$ cat src/include/pll_fanout_regs.svh
/*
 * Named constants of the clock fan-out control block: timing, loop limits and reset values.
 * Assumes a single 40 MHz system clock; included by bare name.
 */
`ifndef PLL_FANOUT_REGS_SVH
`define PLL_FANOUT_REGS_SVH

// ==========================================================================
// Timing
// ==========================================================================
`define CLK_PERIOD_PS      25000
`define STAB_TIME_US       50
// Least time rounds up to whole cycles
`define STAB_CYCLES        ((`STAB_TIME_US * 1000000 + `CLK_PERIOD_PS - 1) / `CLK_PERIOD_PS)
`define REF_TIMEOUT        12'hFFF

// ==========================================================================
// Oscillator model
// ==========================================================================
`define VCO_PERIOD_RST     12'h010
`define VCO_PERIOD_MIN     12'h001
`define VCO_PERIOD_MAX     12'hFFE
`define DIV_RST            2'h3
`define BANK_WIDTH         3

`endif

$ cat src/include/pll_fanout_pkg.sv
/*
 * Types shared by the clock fan-out control block.
 * Assumes pll_fanout_regs.svh supplies the numeric constants.
 */
`include "pll_fanout_regs.svh"

package pll_fanout_pkg;

   // Levels and drive enables of one bank of three outputs
   typedef struct packed {
      logic [`BANK_WIDTH-1:0] level;
      logic [`BANK_WIDTH-1:0] drive;
   } bank_t;

   typedef enum logic [0:0] {
      ST_ACQUIRE = 1'b0,
      ST_LOCKED  = 1'b1
   } loop_state_t;

endpackage : pll_fanout_pkg

$ cat src/design/phase_divider.sv
/*
 * Programmable tick generator standing in for the oscillator.
 * Assumes period is at least one; bypassTick is used instead while bypass is high.
 */
`timescale 1ns/1ps

module phase_divider #(
   parameter int PERIOD_W = 12
) (
   input  wire logic                ref_clk,
   input  wire logic                rst,
   input  wire logic [PERIOD_W-1:0] period,
   input  wire logic                bypass,
   input  wire logic                bypassTick,
   output logic                     tick
);

   logic [PERIOD_W-1:0] count;

   // ========================================================================
   // Tick every period cycles
   // ========================================================================
   always_ff @(posedge ref_clk) begin
      if (rst || bypass) begin
         count <= '0;
      end else if (count >= period - PERIOD_W'(1)) begin
         count <= '0;
      end else begin
         count <= count + PERIOD_W'(1);
      end
   end

   always_ff @(posedge ref_clk) begin
      if (rst) begin
         tick <= 1'b0;
      end else if (bypass) begin
         tick <= bypassTick;
      end else begin
         tick <= (count >= period - PERIOD_W'(1));
      end
   end

endmodule : phase_divider

$ cat src/design/pll_clock_fanout_select.sv
/*
 * Digital control of a phase-locked clock fan-out driver with two banks of three outputs.
 * Assumes reference and feedback inputs synchronous to ref_clk and far slower than it,
 * and one output wired back to the feedback input on the board.
 */
// Overview of operation
// - Bank A runs at half or quarter oscillator rate by ratio select.
// - Bank B always runs at half the oscillator rate.
// - Ratio select picks 1x, 1/2x or 2x bank ratios to the reference.
// - Fed-back output is forced to the reference frequency.
// - Every output toggles from a divider, giving 50 percent duty.
// - Enable low drives all six outputs; high releases them all.
// - Enable falling restarts the stabilization interval.
// - Loop trims the oscillator until feedback edges meet reference edges.
// - Test low runs outputs through the loop; test high bypasses it.
// - Feeding back bank B: select high halves bank A.
// - Other configuration: select high doubles bank B relative to reference.
// - Select change, enable fall, power-up, reference return restart stabilization.
`timescale 1ns/1ps
`include "pll_fanout_regs.svh"

module pll_clock_fanout_select #(
   parameter int PERIOD_W    = 12,
   parameter int STAB_CYCLES = `STAB_CYCLES
) (
   input  wire logic          ref_clk,
   input  wire logic          rst,
   input  wire logic          referenceClockIn,
   input  wire logic          loopFeedbackIn,
   input  wire logic          ratioSelect,
   input  wire logic          outputEnableN,
   input  wire logic          testMode,
   input  wire logic          factoryClear,
   output pll_fanout_pkg::bank_t bankAOutputs,
   output pll_fanout_pkg::bank_t bankBOutputs,
   output logic               lockPending
);

   logic                        refPrev;
   logic                        fbPrev;
   logic                        selPrev;
   logic                        oeNPrev;
   logic                        testPrev;
   logic                        refRise;
   logic                        refFall;
   logic                        fbRise;
   logic [PERIOD_W-1:0]         refCount;
   logic [PERIOD_W-1:0]         refPeriod;
   logic                        refLost;
   logic [PERIOD_W-1:0]         vcoPeriod;
   logic                        vcoTick;
   logic [1:0]                  divCount;
   logic                        disturb;
   logic [31:0]                 stabCount;
   pll_fanout_pkg::loop_state_t loopState;
   pll_fanout_pkg::loop_state_t next_loopState;

   // ========================================================================
   // Input edge history
   // ========================================================================
   always_ff @(posedge ref_clk) begin
      if (rst) begin
         refPrev  <= 1'b0;
         fbPrev   <= 1'b0;
         selPrev  <= 1'b0;
         oeNPrev  <= 1'b1;
         testPrev <= 1'b0;
      end else begin
         refPrev  <= referenceClockIn;
         fbPrev   <= loopFeedbackIn;
         selPrev  <= ratioSelect;
         oeNPrev  <= outputEnableN;
         testPrev <= testMode;
      end
   end

   assign refRise = referenceClockIn & ~refPrev;
   assign refFall = ~referenceClockIn & refPrev;
   assign fbRise  = loopFeedbackIn & ~fbPrev;

   // ========================================================================
   // Reference period measurement and loss detection
   // ========================================================================
   always_ff @(posedge ref_clk) begin
      if (rst) begin
         refCount  <= '0;
         refPeriod <= '0;
      end else if (refRise) begin
         refCount  <= '0;
         refPeriod <= refCount;
      end else if (refCount != `REF_TIMEOUT) begin
         refCount  <= refCount + PERIOD_W'(1);
      end
   end

   always_ff @(posedge ref_clk) begin
      if (rst) begin
         refLost <= 1'b1;
      end else if (refRise) begin
         refLost <= 1'b0;
      end else if (refCount == `REF_TIMEOUT) begin
         refLost <= 1'b1;
      end
   end

   // ========================================================================
   // Phase detector and oscillator trim
   // ========================================================================
   // Feedback edge early in the reference cycle lags: shorten; late one leads: lengthen.
   // Coincident edges hold the period. Outputs released means no feedback: hold too.
   always_ff @(posedge ref_clk) begin
      if (rst || factoryClear) begin
         vcoPeriod <= `VCO_PERIOD_RST;
      end else if (!testMode && !outputEnableN && fbRise && !refRise) begin
         if (refCount < (refPeriod >> 1)) begin
            if (vcoPeriod > `VCO_PERIOD_MIN) begin
               vcoPeriod <= vcoPeriod - PERIOD_W'(1);
            end
         end else begin
            if (vcoPeriod < `VCO_PERIOD_MAX) begin
               vcoPeriod <= vcoPeriod + PERIOD_W'(1);
            end
         end
      end
   end

   // Test high feeds reference edges straight into the divider chain
   phase_divider #(
      .PERIOD_W   (PERIOD_W)
   ) u_osc (
      .ref_clk    (ref_clk),
      .rst        (rst),
      .period     (vcoPeriod),
      .bypass     (testMode),
      .bypassTick (refRise | refFall),
      .tick       (vcoTick)
   );

   // ========================================================================
   // Common divider chain
   // ========================================================================
   // Inverted count bits: both halves rise together on the 3 to 0 wrap.
   always_ff @(posedge ref_clk) begin
      if (rst || factoryClear) begin
         divCount <= `DIV_RST;
      end else if (vcoTick) begin
         divCount <= divCount + 2'h1;
      end
   end

   // ========================================================================
   // Output banks
   // ========================================================================
   always_ff @(posedge ref_clk) begin
      if (rst) begin
         bankAOutputs.level <= '0;
      end else if (ratioSelect) begin
         bankAOutputs.level <= {`BANK_WIDTH{~divCount[1]}};
      end else begin
         bankAOutputs.level <= {`BANK_WIDTH{~divCount[0]}};
      end
   end

   always_ff @(posedge ref_clk) begin
      if (rst) begin
         bankBOutputs.level <= '0;
      end else begin
         bankBOutputs.level <= {`BANK_WIDTH{~divCount[0]}};
      end
   end

   always_ff @(posedge ref_clk) begin
      if (rst) begin
         bankAOutputs.drive <= '0;
         bankBOutputs.drive <= '0;
      end else begin
         bankAOutputs.drive <= {`BANK_WIDTH{~outputEnableN}};
         bankBOutputs.drive <= {`BANK_WIDTH{~outputEnableN}};
      end
   end

   // ========================================================================
   // Stabilization tracking
   // ========================================================================
   assign disturb = (ratioSelect != selPrev)
                  | (oeNPrev & ~outputEnableN)
                  | (testPrev & ~testMode)
                  | (refLost & refRise);

   always_comb begin
      next_loopState = loopState;
      case (loopState)
         pll_fanout_pkg::ST_ACQUIRE: begin
            if (!disturb && stabCount == 32'h00000000) begin
               next_loopState = pll_fanout_pkg::ST_LOCKED;
            end
         end
         pll_fanout_pkg::ST_LOCKED: begin
            if (disturb) begin
               next_loopState = pll_fanout_pkg::ST_ACQUIRE;
            end
         end
         default: begin
            next_loopState = pll_fanout_pkg::ST_ACQUIRE;
         end
      endcase
   end

   always_ff @(posedge ref_clk) begin
      if (rst) begin
         loopState <= pll_fanout_pkg::ST_ACQUIRE;
      end else begin
         loopState <= next_loopState;
      end
   end

   // Power-up counts as a disturbance: reset loads the full interval.
   always_ff @(posedge ref_clk) begin
      if (rst || disturb) begin
         stabCount <= 32'(STAB_CYCLES - 1);
      end else if (stabCount != 32'h00000000) begin
         stabCount <= stabCount - 32'h00000001;
      end
   end

   always_ff @(posedge ref_clk) begin
      if (rst) begin
         lockPending <= 1'b1;
      end else begin
         lockPending <= (next_loopState == pll_fanout_pkg::ST_ACQUIRE);
      end
   end

endmodule : pll_clock_fanout_select

$ cat config.mk
export PLATFORM = sky130hd
export DESIGN_NAME = pll_clock_fanout_select
export DESIGN_NICKNAME = d
export VERILOG_FILES = /design/src/include/pll_fanout_pkg.sv /design/src/design/phase_divider.sv /design/src/design/pll_clock_fanout_select.sv
export VERILOG_INCLUDE_DIRS = /design/src /design/src/include
export SDC_FILE = /design/constraint.sdc
export NUM_CORES = 1
export LEC_CHECK = 0
export ABC_AREA = 1
export BUFFER_PORTS_ARGS = -buffer_cell sky130_fd_sc_hd__buf_2
export CAP_MARGIN = 10
export CORE_ASPECT_RATIO = 1.4
export CORE_MARGIN = 2
export CORE_UTILIZATION = 56
export CTS_BUF_LIST = sky130_fd_sc_hd__clkbuf_4 sky130_fd_sc_hd__clkbuf_8 sky130_fd_sc_hd__clkbuf_16
export DETAILED_ROUTE_END_ITERATION = 10
export PLACE_DENSITY_LB_ADDON = 0.15
export SYNTH_ARGS = -nofsm -noshare
export SYNTH_HDL_FRONTEND = slang
export SYNTH_SLANG_ARGS = --single-unit
$ cat constraint.sdc
create_clock -name ref_clk -period 2.2 [get_ports ref_clk]
set_input_delay 0.22 -clock ref_clk [delete_from_list [all_inputs] [get_ports ref_clk]]
set_output_delay 0.22 -clock ref_clk [all_outputs]
set_load 0.1 [all_outputs]
-- Word level (Yosys, flattened, before mapping)
Cells that the tools add are included.
- add/subtract/negate cells: 6
- order comparisons: 4
- eq/ne operators: 4
- muxes and demuxes: 10
- bitwise operators: 19
- reductions and logical operators: 18
- operators by type and width (kind ; number):
    $add 12x1->12 const B ; 3
    $mux 12 ; 3
    $logic_not 32->1 ; 1
    $reduce_bool 32->1 ; 1
    $sub 32x1->32 const B ; 1
    $eq 12x12->1 const B ; 1
    $ge 12x12->1 ; 1
    $gt 12x1->1 const B ; 1
    $lt 12x11->1 ; 1
    $lt 12x12->1 const B ; 1
    $ne 12x12->1 const B ; 1
    $sub 12x1->12 const B ; 1
    $not 1->1 ; 9
    $and 1x1->1 ; 6
    $mux 1 ; 5
    $logic_and 1x1->1 ; 4
    $logic_not 1->1 ; 4
    $or 1x1->1 ; 4
    $reduce_bool 2->1 ; 2
    $reduce_or 2->1 ; 2
    $logic_or 1x1->1 ; 3
    $mux 3 ; 1
    $reduce_and 3->1 ; 1
    $add 2x1->2 const B ; 1
    3 further kinds ; 3
- register bits: 96
- input bits: 8
- output and inout bits: 13
- word-level logic and storage cells: 79

-- Longest topological paths before layout
Gate-level depths: netlist of run 1.
- word-level depth: 10
- depth in mapped cells: 16
- gate-level depth less buffers: 15

-- Modules after synthesis
Synthesis of run 1 repeated with hierarchy kept, for this count alone.
- cells, all modules: 866
- area, all modules: 5770.5 µm²
- by module, submodules not included (module ; times used ; cells each ; area each (µm²) ; seq. area each (µm²)):
    pll_clock_fanout_select ; 1 ; 697 ; 4663.2 ; 1601.5
    phase_divider ; 1 ; 169 ; 1107.3 ; 260.2

-- Least setup slack after synthesis of run 1
Ideal clock, no wire load.
- kind: reg2reg
- start: register vcoPeriod[3]
- end: register u_osc.count[10]
- library setup time: 0.127 ns
- arrival time: 2.087 ns
- required time: 2.073 ns
- path slack: -0.013 ns
- cell stages (with the launch flop): 17
- buffers on the path: 2
- period minus slack after synthesis: 2.213 ns
- cell sequence: dfxtp_1 > buf_2 > nor2_1 > nand2_1 > nor2_1 > nand2_1 > xor2_1 > inv_1 > ha_1 > nand2_1 > inv_1 > nand3_1 > a21oi_1 > nor2_1 > nand4_1 > clkbuf_1 > nor2_1
- cells in the longest elaborated chain, start to end: 3
- ends and longest elaborated chain (item ; RTL line ; source):
    from (decl) ; pll_clock_fanout_select.sv:50 ; logic [PERIOD_W-1:0] vcoPeriod;
    from (signal assigned) ; pll_clock_fanout_select.sv:113 ; vcoPeriod <= `VCO_PERIOD_RST;
    from (signal assigned) ; pll_clock_fanout_select.sv:117 ; vcoPeriod <= vcoPeriod - PERIOD_W'(1);
    from (signal assigned) ; pll_clock_fanout_select.sv:121 ; vcoPeriod <= vcoPeriod + PERIOD_W'(1);
    $sub 12x1->12 ; phase_divider.sv:26 ; end else if (count >= period - PERIOD_W'(1)) begin
    $ge 12x12->1 ; phase_divider.sv:26 ;
    $reduce_or 2->1 (no line) ; - ;
    to (signal assigned) ; phase_divider.sv:29 ; count <= count + PERIOD_W'(1);
    to (decl) ; phase_divider.sv:18 ; logic [PERIOD_W-1:0] count;
Every way passes these cells.
A chain may end at the register's enable or synchronous reset.

-- Worst setup path after layout of run 1
- start: register vcoPeriod[3]
- end: register u_osc.count[8]
The elaborated chain is that of the path after synthesis.

==> results of run 1 <==
-- routing by layer --
metal / part of all wire / up-vias / global-route usage
met5: 0 / - / 0
met4: 0.045 / 0 / 0.155
met3: 0.026 / 47 / 0.0420
met2: 0.54 / 103 / 0.498
met1: 0.39 / 2286 / 0.280
li1: - / 2538 / -
-- how the worst max path moves through the flow --
stage	end	slack (ps)
floorplan	u_osc.count[10]$_SDFF_PP0_	80
global placement	u_osc.count[0]$_SDFF_PP0_	-50
detailed placement	u_osc.count[10]$_SDFF_PP0_	-100
CTS	u_osc.count[8]$_SDFF_PP0_	4
global route	u_osc.count[9]$_SDFF_PP0_	-140
finish	u_osc.count[8]$_SDFF_PP0_	-10
-- layout by cell type (no fill, tap or decap), types with 2 or more instances in the layout --
cell type,netlist,routed
clkinv_2,0,2
a31oi_1,2,2
nand3b_1,2,2
buf_2,8,20
inv_2,2,7
buf_4,9,44
nor2_2,5,14
inv_1,103,97
clkinvlp_4,0,3
nor2_1,126,108
nor2_4,3,12
dfxtp_1,93,85
a21oi_1,33,30
nand3_1,38,35
dfxtp_4,0,7
nand2_4,0,3
xnor2_1,20,20
nor3_2,6,6
nand2_2,6,8
nand4_1,16,16
nand3_2,0,2
o31ai_1,3,3
xor2_1,29,28
nor3_1,12,12
o21ai_0,42,39
or2_2,3,3
nor3b_1,11,11
nand2_1,149,144
a21oi_2,1,3
ha_1,29,25
clkbuf_16,0,10
o21ai_2,0,2
nor3b_2,3,3
ha_4,0,4
-- sequential cells by signal, indices dropped and copies added, names as in the netlist --
signal        flops
stabCount        32
refCount         12
u_osc.count      12
vcoPeriod        12
refPeriod        11
bankBOutputs      2
divCount          2
bankAOutputs      1
fbPrev            1
lockPending       1
loopState         1
oeNPrev           1
refLost           1
refPrev           1
selPrev           1
testPrev          1
u_osc.tick        1
-- metrics by stage --
step           cell area (um2)  hold WS, ps  power (mW)
6_report                  6400         62.4        3.64
5_1_grt                   6400         70.1        3.78
4_1_cts                   6290         58.6        3.66
3_5_place_dp              5760          417        2.12
3_3_place_gp              5760          417        2.11
2_1_floorplan             5380          304        2.02
-- cell families after synthesis --
| family | Yosys count | synth area share |
|---|---|---|
| compound gates | 85 | 0.0847 |
| buf+inv | 130 | 0.100 |
| simple gates | 382 | 0.321 |
| fa+ha+maj | 29 | 0.0675 |
| flops | 93 | 0.346 |
| xor+xnor | 49 | 0.0798 |
-- timing repair --
item / 4_1_cts / 5_1_grt
setup endpoints to repair: 13 / 25
pin swaps: 14 / 13
resized for setup: 44 / 33
hold buffers: 0 / 0
gates cloned: 1 / 0
buffers inserted: 9 / 3
-- critical path, cell delays in order, from the launching register on --
cell and delay (ps):
dfxtp_4 360, nor2_4 150, nand2_4 80, nor2_2 80, nand2_1 70, xor2_1 170
inv_1 100, ha_4 290, nand2_4 50, inv_2 50, nand3_2 80, a21oi_2 140
nor2_2 50, nand4_1 120, buf_4 140, clkbuf_16 140, nor2_1 40
-- layout make-up --
cell class                 instances  area, um2
clock buffer                       9        225
clock inverter                     6       63.8
fill                             808       3010
inverter                         105        398
multi-input combinational        545       3200
sequential                        93       1890
tap                              110        138
timing repair buffer              67        487
-- power by group through the flow --
stage / logic (mW) / registers, mW / clock network, mW
2_1_floorplan: 0.238 / 1.78 / 0
3_3_place_gp: 0.335 / 1.77 / 0
3_5_place_dp: 0.344 / 1.77 / 0
4_1_cts: 0.368 / 1.73 / 1.55
5_1_grt: 0.417 / 1.73 / 1.63
6_report: 0.380 / 1.73 / 1.53
==> results.yml, run 1 <==
yosys:
  postSynth.topFlopCell: "dfxtp_1"
  netlist.top_cell.by_area: "dfxtp_1"
  yosysMostFrequentCell: "nand2_1"
  synth_top_cell_area_share: 0.346
  yosys-top-cells-count: "nand2_1, nor2_1, inv_1, dfxtp_1, o21ai_0"
  yosys.cell_types.count: 34
  synth-async-reset-ratio: 0
  post_synth_instance_area_mm2: 0.00538
  register_bit_total_from_synthesis: 93
  syn_avg_cell_area_um2: 7.00
  post_synth_main_area_contributors: "dfxtp_1, nand2_1, nor2_1, inv_1, ha_1"
  synth.net_count: 805
  synth_cells: 768
  synth-warning-count: 0
  post_synth_edffs: 0
  synth-seq-area-share: 0.346
setup_path:
  worstPathArrival_ps: 2440
  critical_path_class: "flop to flop"
  end_kind: "flop"
  crit-reg2reg-launch: "vcoPeriod[3]$_SDFFE_PP0P_"
  endpoint_of_the_worst_register_to_register_path: "u_osc.count[8]$_SDFF_PP0_"
  crit_start: "vcoPeriod[3]$_SDFFE_PP0P_"
  ff2ff_path_depth: 16
  worst_ep_required_time_ps: 2430
  timing.critical_path.from_type: "flop"
  timing.critical_path.fanout_max: 6
  r2r_setup_slack_ps: -10
cts:
  htree_num_levels: 3
  cts_num_sinks: 93
  cts_buffer_depth: 2
  insertion_delay_ps: 340
  cts.clk_slew.worst_paths_ps: 70
  number_of_clock_buffers_inserted_by_tritoncts: 9
  root_buffer: "clkbuf_16"
  cts_tree: "done"
timing:
  final_period_minus_worst_setup_slack_ps: 2210
  setup_repair_after_global_routing_missed_its_margin: "true"
  finalMaxSlewViolations: 0
  final.period_utilization: 1.00
  setup_violations: 3
  report.final.hold_viol_count: 0
  slew_of_the_pin_with_the_lowest_slew_margin_ps: 660
  maxClockFrequency_mhz: 452
  final.setup.worst_slack_ps: -10.4
  final.setup.tns_ps: -22.5
  slew_headroom: 0.559
  skew_ps: 5.19
place:
  gp_weighted_congestion: 0.952
  detailedPlacementHpwl_um: 10200
  port_buffers: 20
  dp_cells: 908
  place_worst_setup_slack_ps: -101
floorplanning:
  die_w_um: 86.8
  die_h_um: 120
  design.die.area_mm2: 0.0104
  num_io_pins: 21
  floorplan.rows: 42
  placeableCoreArea_mm2: 0.00941
  floorplan.initialDensity: 0.571
drt:
  drt_first_iter_violations: 219
  dr_total_vias: 4974
  route.detailed.wl_per_inst_um: 14.3
  route.final.wire_length_um: 13400
  ant_nets: 0
  post_drt_via_cell_ratio: 5.32
  drt_pass1_iterations: 6
  post-route-drc-count: 0
outcome:
  outcome: "complete, but fails checks"
  failed_checks: "setup timing"
cells_and_area:
  layout-area-overhead-vs-synth_pct: 19.0
  final_core_area_utilization: 0.680
  fraction_of_final_layout_cells_sized_beyond_drive_strength_1: 0.198
  antenna_cells_inserted: 0
  final-instance-count-excl-fill: 935
  finalNetCount: 858
grt:
  antenna_violations_before_repair: 0
  grt_max_degree: 22
  grt_first_pass_wirelength_um: 22400
  track_usage: 0.270
  first_global_vias: 5064
  grt_remaining_overflow: 0
power_and_ir_drop:
  irDropWorstVdd_mv: 0.389
  net-switching-power_mw: 0.941
  power-per-cell-area_mw_per_mm2: 570
  sw_frac_of_total: 0.258
  leakagePower_nw: 2.90
  flop_pwr_share: 0.475
  power_share_of_the_clock_group: 0.421
  p_int_mw: 2.70
  combinationalPowerShare: 0.104
hold_path:
  hp-start: "outputEnableN"
  whs_path_depth: 2
  hold_path_class: "input port to flop"
  hold_path_end: "bankBOutputs[0]$_SDFF_PP0_"
job:
  cap_viol_max_count: 0
Power figures use the tool's default switching activity.
==> run 2, diff against run 1 <==
Settings changed: CELL_PAD_IN_SITES_DETAIL_PLACEMENT from default to 1, CELL_PAD_IN_SITES_GLOBAL_PLACEMENT from default to 2, CORE_UTILIZATION 56 to 32.
==> run 2 against run 1 <==
Compared with the run above: the run now ends clean; clock power hardly changed; global-route usage is 8.6 points lower; final cell count is 10% higher; non-clock buffer count is 1 higher; total power is 0.31% higher; first-iteration DRC count is 35% lower; critical endpoint is now u_osc.count[9]$_SDFF_PP0_.
==> results.yml, run 2 (synthesis gave the netlist of run 1 again) <==
timing:
  skew_ps: 12.1
  setup_repair_after_global_routing_missed_its_margin: "true"
  slew_headroom: 0.549
  final.period_utilization: 0.999
  setup_violations: 0
  final.setup.worst_slack_ps: 1.25
  final_period_minus_worst_setup_slack_ps: 2200
  finalMaxSlewViolations: 0
  maxClockFrequency_mhz: 455
  report.final.hold_viol_count: 0
  slew_of_the_pin_with_the_lowest_slew_margin_ps: 673
cells_and_area:
  antenna_cells_inserted: 0
  largest_register_ff_count: 32
  fill_cells: 2115
  fraction_of_final_layout_cells_sized_beyond_drive_strength_1: 0.202
  multi_input_area_mm2: 0.00321
  most_flop_heavy_register: "stabCount"
  finalNetCount: 859
  final-instance-count-excl-fill: 1030
  layout_common_cells: "nand2_1, nor2_1, inv_1"
  total_area_of_sequential_cells_mm2: 0.00188
  layout-area-overhead-vs-synth_pct: 21.7
  final_common_cell: "nand2_1"
drt:
  ant_nets: 0
  route.final.wire_length_um: 15900
  drt_pass1_iterations: 4
  post_drt_via_cell_ratio: 4.82
  drt_first_iter_violations: 142
  post-route-drc-count: 0
  dr_total_vias: 4967
  route.detailed.wl_per_inst_um: 15.5
cts:
  cts.clk_slew.worst_paths_ps: 80
  cts_num_sinks: 93
  number_of_clock_buffers_inserted_by_tritoncts: 9
  insertion_delay_ps: 360
  cts_tree: "done"
  root_buffer: "clkbuf_16"
  htree_num_levels: 3
  cts_buffer_depth: 2
floorplanning:
  die_h_um: 157
  num_io_pins: 21
  placeableCoreArea_mm2: 0.0166
  die_w_um: 114
  floorplan.rows: 56
  floorplan.initialDensity: 0.324
  design.die.area_mm2: 0.0179
place:
  place_worst_setup_slack_ps: -118
  gp_weighted_congestion: 0.872
  dp_cells: 1001
  port_buffers: 20
  detailedPlacementHpwl_um: 12500
grt:
  grt_max_degree: 22
  antenna_violations_before_repair: 0
  grt_first_pass_wirelength_um: 25700
  grt_remaining_overflow: 0
  first_global_vias: 5289
  track_usage: 0.184
hold_path:
  hold_path_class: "input port to flop"
setup_path:
  timing.critical_path.from_type: "flop"
  end_kind: "flop"
  worstPathArrival_ps: 2440
  timing.critical_path.fanout_max: 6
  worst_ep_required_time_ps: 2440
  critical_path_class: "flop to flop"
job:
  cap_viol_max_count: 0
outcome:
  outcome: "finished, final reports clean"
power_and_ir_drop:
  leakagePower_nw: 2.92
  power-per-cell-area_mw_per_mm2: 559
  irDropWorstVdd_mv: 0.445
==> run 2: worst max-delay path, stage by stage (launching register included) <==
cell and delay (ps):
dfxtp_4 370, nor2_4 160, nand2_4 90, nor2_4 120
nand2_2 80, xor2_2 160, inv_2 60, ha_4 270
nand2_1 70, inv_1 70, nand3_2 80, nor2_2 90
nand2_1 70, nand4_1 160, buf_6 180, nor2_4 40
==> run 2: what timing repair did <==
item,4_1_cts,5_1_grt
pin swaps,2,13
cloned,0,2
setup buffers,1,10
endpoints found under the hold margin,0,0
endpoints found under the setup margin,13,25
hold buffers,0,0
resized for setup,18,64
==> run 2: cell type report <==
cell class | count | area share
timing repair buffer | 68 | 0.0786
sequential | 93 | 0.288
tap | 203 | 0.0388
inverter | 105 | 0.0603
clock inverter | 7 | 0.00880
multi-input combinational | 545 | 0.491
clock buffer | 9 | 0.0344
==> run 2: power by group <==
part / switching, mW / total (mW) / internal (mW)
Clock: 0.756 / 1.54 / 0.784
Sequential: 0.0217 / 1.73 / 1.71
Combinational: 0.267 / 0.385 / 0.119
Total: 1.04 / 3.66 / 2.61
==> run 2: final timing paths <==
kind	startpoint	end	slack [ps]	depth (start not counted)
max	vcoPeriod[4]$_SDFFE_PP1P_	u_osc.count[9]$_SDFF_PP0_	1	15
min	outputEnableN	bankBOutputs[0]$_SDFF_PP0_	50	2
max reg2reg	vcoPeriod[4]$_SDFFE_PP1P_	u_osc.count[9]$_SDFF_PP0_	1	15
min reg2reg	loopState$_SDFF_PP0_	lockPending$_SDFF_PP1_	460	1
==> run 2: per-stage QoR <==
stage                     power (mW)  utilization  hold WS (ps)  instance area (um2)  TNS, ps
after floorplan                 2.02            -           304                 5380        0
after global placement          2.11        0.354           421                 5870        0
after detailed placement        2.12        0.354           420                 5870    -1220
after CTS                       3.69        0.374          30.5                 6220        0
after global routing            3.83        0.394          47.6                 6540    -1380
final                           3.66        0.394          45.7                 6540        0
==> run 2: per-layer routing <==
layer / vias to the layer above / GRT usage / routed length [um]
li1: 2541 / - / -
met3: 26 / 0.0308 / 341
met5: - / 0 / 0
met1: 2361 / 0.196 / 6440
met4: 0 / 0.0627 / 401
met2: 39 / 0.360 / 8760
==> run 3, diff against run 2 <==
Settings changed: CORE_UTILIZATION 32 to 38, PLACE_DENSITY from default to 0.94, PLACE_DENSITY_LB_ADDON 0.15 to default.
Clock period 2.2 ns to 2.8 ns, I/O delays scaled along.
==> run 3 against run 2 <==
Compared with the run above: routed wire length down 10%; sequential power is 21% lower; critical path depth fell by 2; register-to-register slack better by 450 ps; clock power down 12%; via count shrank 3.2%; final cell count shrank 5.6%; worst hold slack improved by 68 ps; non-clock buffer count is 40 lower; sequential share of layout area up 2.5 points; critical endpoint is now u_osc.count[1]$_SDFF_PP0_; largest power group unchanged.
==> results.yml, run 3 (synthesis gave the netlist of run 1 again) <==
setup_path:
  crit_path_frequent_cell: "nor2_1"
  end_kind: "flop"
  cp_top_family: "simple AND/OR/NAND/NOR gates"
  crit_chain: "inv_1 > nand3_1 > nor2_1 > nand2_1 > xor2_1 > inv_1 > ha_1 > a21oi_1 > o21ai_0 > nor2_1 > nand4_1 > buf_4 > nor2_1"
  critical-path-max-stage-delay_ps: 350
  worstPathArrival_ps: 2640
  timing.critical_path.fanout_max: 11
  critical-path-slowest-cell: "dfxtp_1"
  crit_buf_inv: 3
  critical_path_class: "flop to flop"
  worst_ep_required_time_ps: 3090
  timing.critical_path.from_type: "flop"
place:
  port_buffers: 20
  place_worst_setup_slack_ps: 226
  dp_cells: 955
  gp_weighted_congestion: 0.884
  dpl_cell_area_mm2: 0.00561
  detailedPlacementHpwl_um: 11300
cts:
  insertion_delay_ps: 350
  cts_tree: "done"
  htree_num_levels: 3
  cts_num_sinks: 93
  postCtsSetupRepairBufs: 0
  cts_hold_buffers: 0
  post_cts.resized_instances: 0
  root_buffer: "clkbuf_16"
  number_of_clock_buffers_inserted_by_tritoncts: 9
  cts_buffer_depth: 2
  cts.clk_slew.worst_paths_ps: 70
cells_and_area:
  fraction_of_final_layout_cells_sized_beyond_drive_strength_1: 0.0953
  total_area_of_sequential_cells_mm2: 0.00186
  finalNetCount: 819
  layout_common_cells: "nand2_1, nor2_1, inv_1"
  most_flop_heavy_register: "stabCount"
  layout-area-overhead-vs-synth_pct: 10.6
  largest_register_ff_count: 32
  multi_input_area_mm2: 0.00297
  final_common_cell: "nand2_1"
  antenna_cells_inserted: 0
  final-instance-count-excl-fill: 972
  finish.instance_area_mm2: 0.00594
  fill_cells: 1826
drt:
  post_drt_via_cell_ratio: 4.95
  drt_first_iter_violations: 95
  post-route-drc-count: 0
  route.final.wire_length_um: 14300
  ant_nets: 0
  route.detailed.wl_per_inst_um: 14.7
  drt_pass1_iterations: 4
  dr_total_vias: 4809
timing:
  report.final.hold_viol_count: 0
  final.period_utilization: 0.839
  slew_of_the_pin_with_the_lowest_slew_margin_ps: 593
  finalMaxSlewViolations: 0
  final_period_minus_worst_setup_slack_ps: 2350
  setup_violations: 0
  final.setup.worst_slack_ps: 450
  skew_ps: 6.02
  setup_repair_after_global_routing_missed_its_margin: "false"
  maxClockFrequency_mhz: 425
  final.setup.tns_ps: 0
  slew_headroom: 0.603
floorplanning:
  num_io_pins: 21
  design.die.area_mm2: 0.0151
  floorplan.rows: 51
  die_w_um: 105
  die_h_um: 145
  floorplan.initialDensity: 0.388
  placeableCoreArea_mm2: 0.0138
power_and_ir_drop:
  irDropWorstVdd_mv: 0.310
  sw_frac_of_total: 0.258
  power-per-cell-area_mw_per_mm2: 499
  power_share_of_the_clock_group: 0.455
  combinationalPowerShare: 0.085
  flop_pwr_share: 0.460
  net-switching-power_mw: 0.764
  leakagePower_nw: 2.66
  p_int_mw: 2.20
  fin_total_pwr_mw: 2.96
outcome:
  outcome: "finished, final reports clean"
grt:
  grt_max_degree: 22
  grt_remaining_overflow: 0
  antenna_violations_before_repair: 0
  grt_first_pass_wirelength_um: 24300
  first_global_vias: 5180
  track_usage: 0.201
job:
  cap_viol_max_count: 0
hold_path:
  hold_path_class: "input port to flop"
==> run 3: power by group through the flow <==
| stage | logic, mW | clock network [mW] | registers, mW |
|---|---|---|---|
| 3_3_place_gp | 0.243 | 0 | 1.39 |
| 2_1_floorplan | 0.187 | 0 | 1.40 |
| 6_report | 0.253 | 1.35 | 1.36 |
| 5_1_grt | 0.287 | 1.42 | 1.37 |
| 4_1_cts | 0.256 | 1.38 | 1.36 |
| 3_5_place_dp | 0.254 | 0 | 1.40 |
==> run 3: routing by layer <==
| metal | GRT usage | part of all wire |
|---|---|---|
| met2 | 0.402 | 0.55 |
| met3 | 0.0260 | 0.013 |
| met1 | 0.211 | 0.41 |
| met4 | 0.0818 | 0.026 |
| met5 | 0 | 0 |
==> run 3: final timing paths <==
kind | slack [ps] | start | end | cells after the start
setup / recovery | 450 | vcoPeriod[1]$_SDFFE_PP0P_ | u_osc.count[1]$_SDFF_PP0_ | 13
hold / removal | 110 | outputEnableN | bankBOutputs[0]$_SDFF_PP0_ | 2
setup reg to reg | 450 | vcoPeriod[1]$_SDFFE_PP0P_ | u_osc.count[1]$_SDFF_PP0_ | 13
hold reg to reg | 460 | loopState$_SDFF_PP0_ | lockPending$_SDFF_PP1_ | 1
==> run 3: stage by stage <==
stage          utilization  hold WS [ps]
3_3_place_gp         0.405           448
6_report             0.429           114
5_1_grt              0.429           119
4_1_cts              0.429           103
3_5_place_dp         0.405           459
2_1_floorplan            -           364
==> run 3: cell type report <==
class | count | area share
clock inverter | 7 | 0.0164
inverter | 105 | 0.0663
tap | 185 | 0.0389
multi-input combinational | 545 | 0.500
timing repair buffer | 28 | 0.0269
clock buffer | 9 | 0.0379
sequential | 93 | 0.313
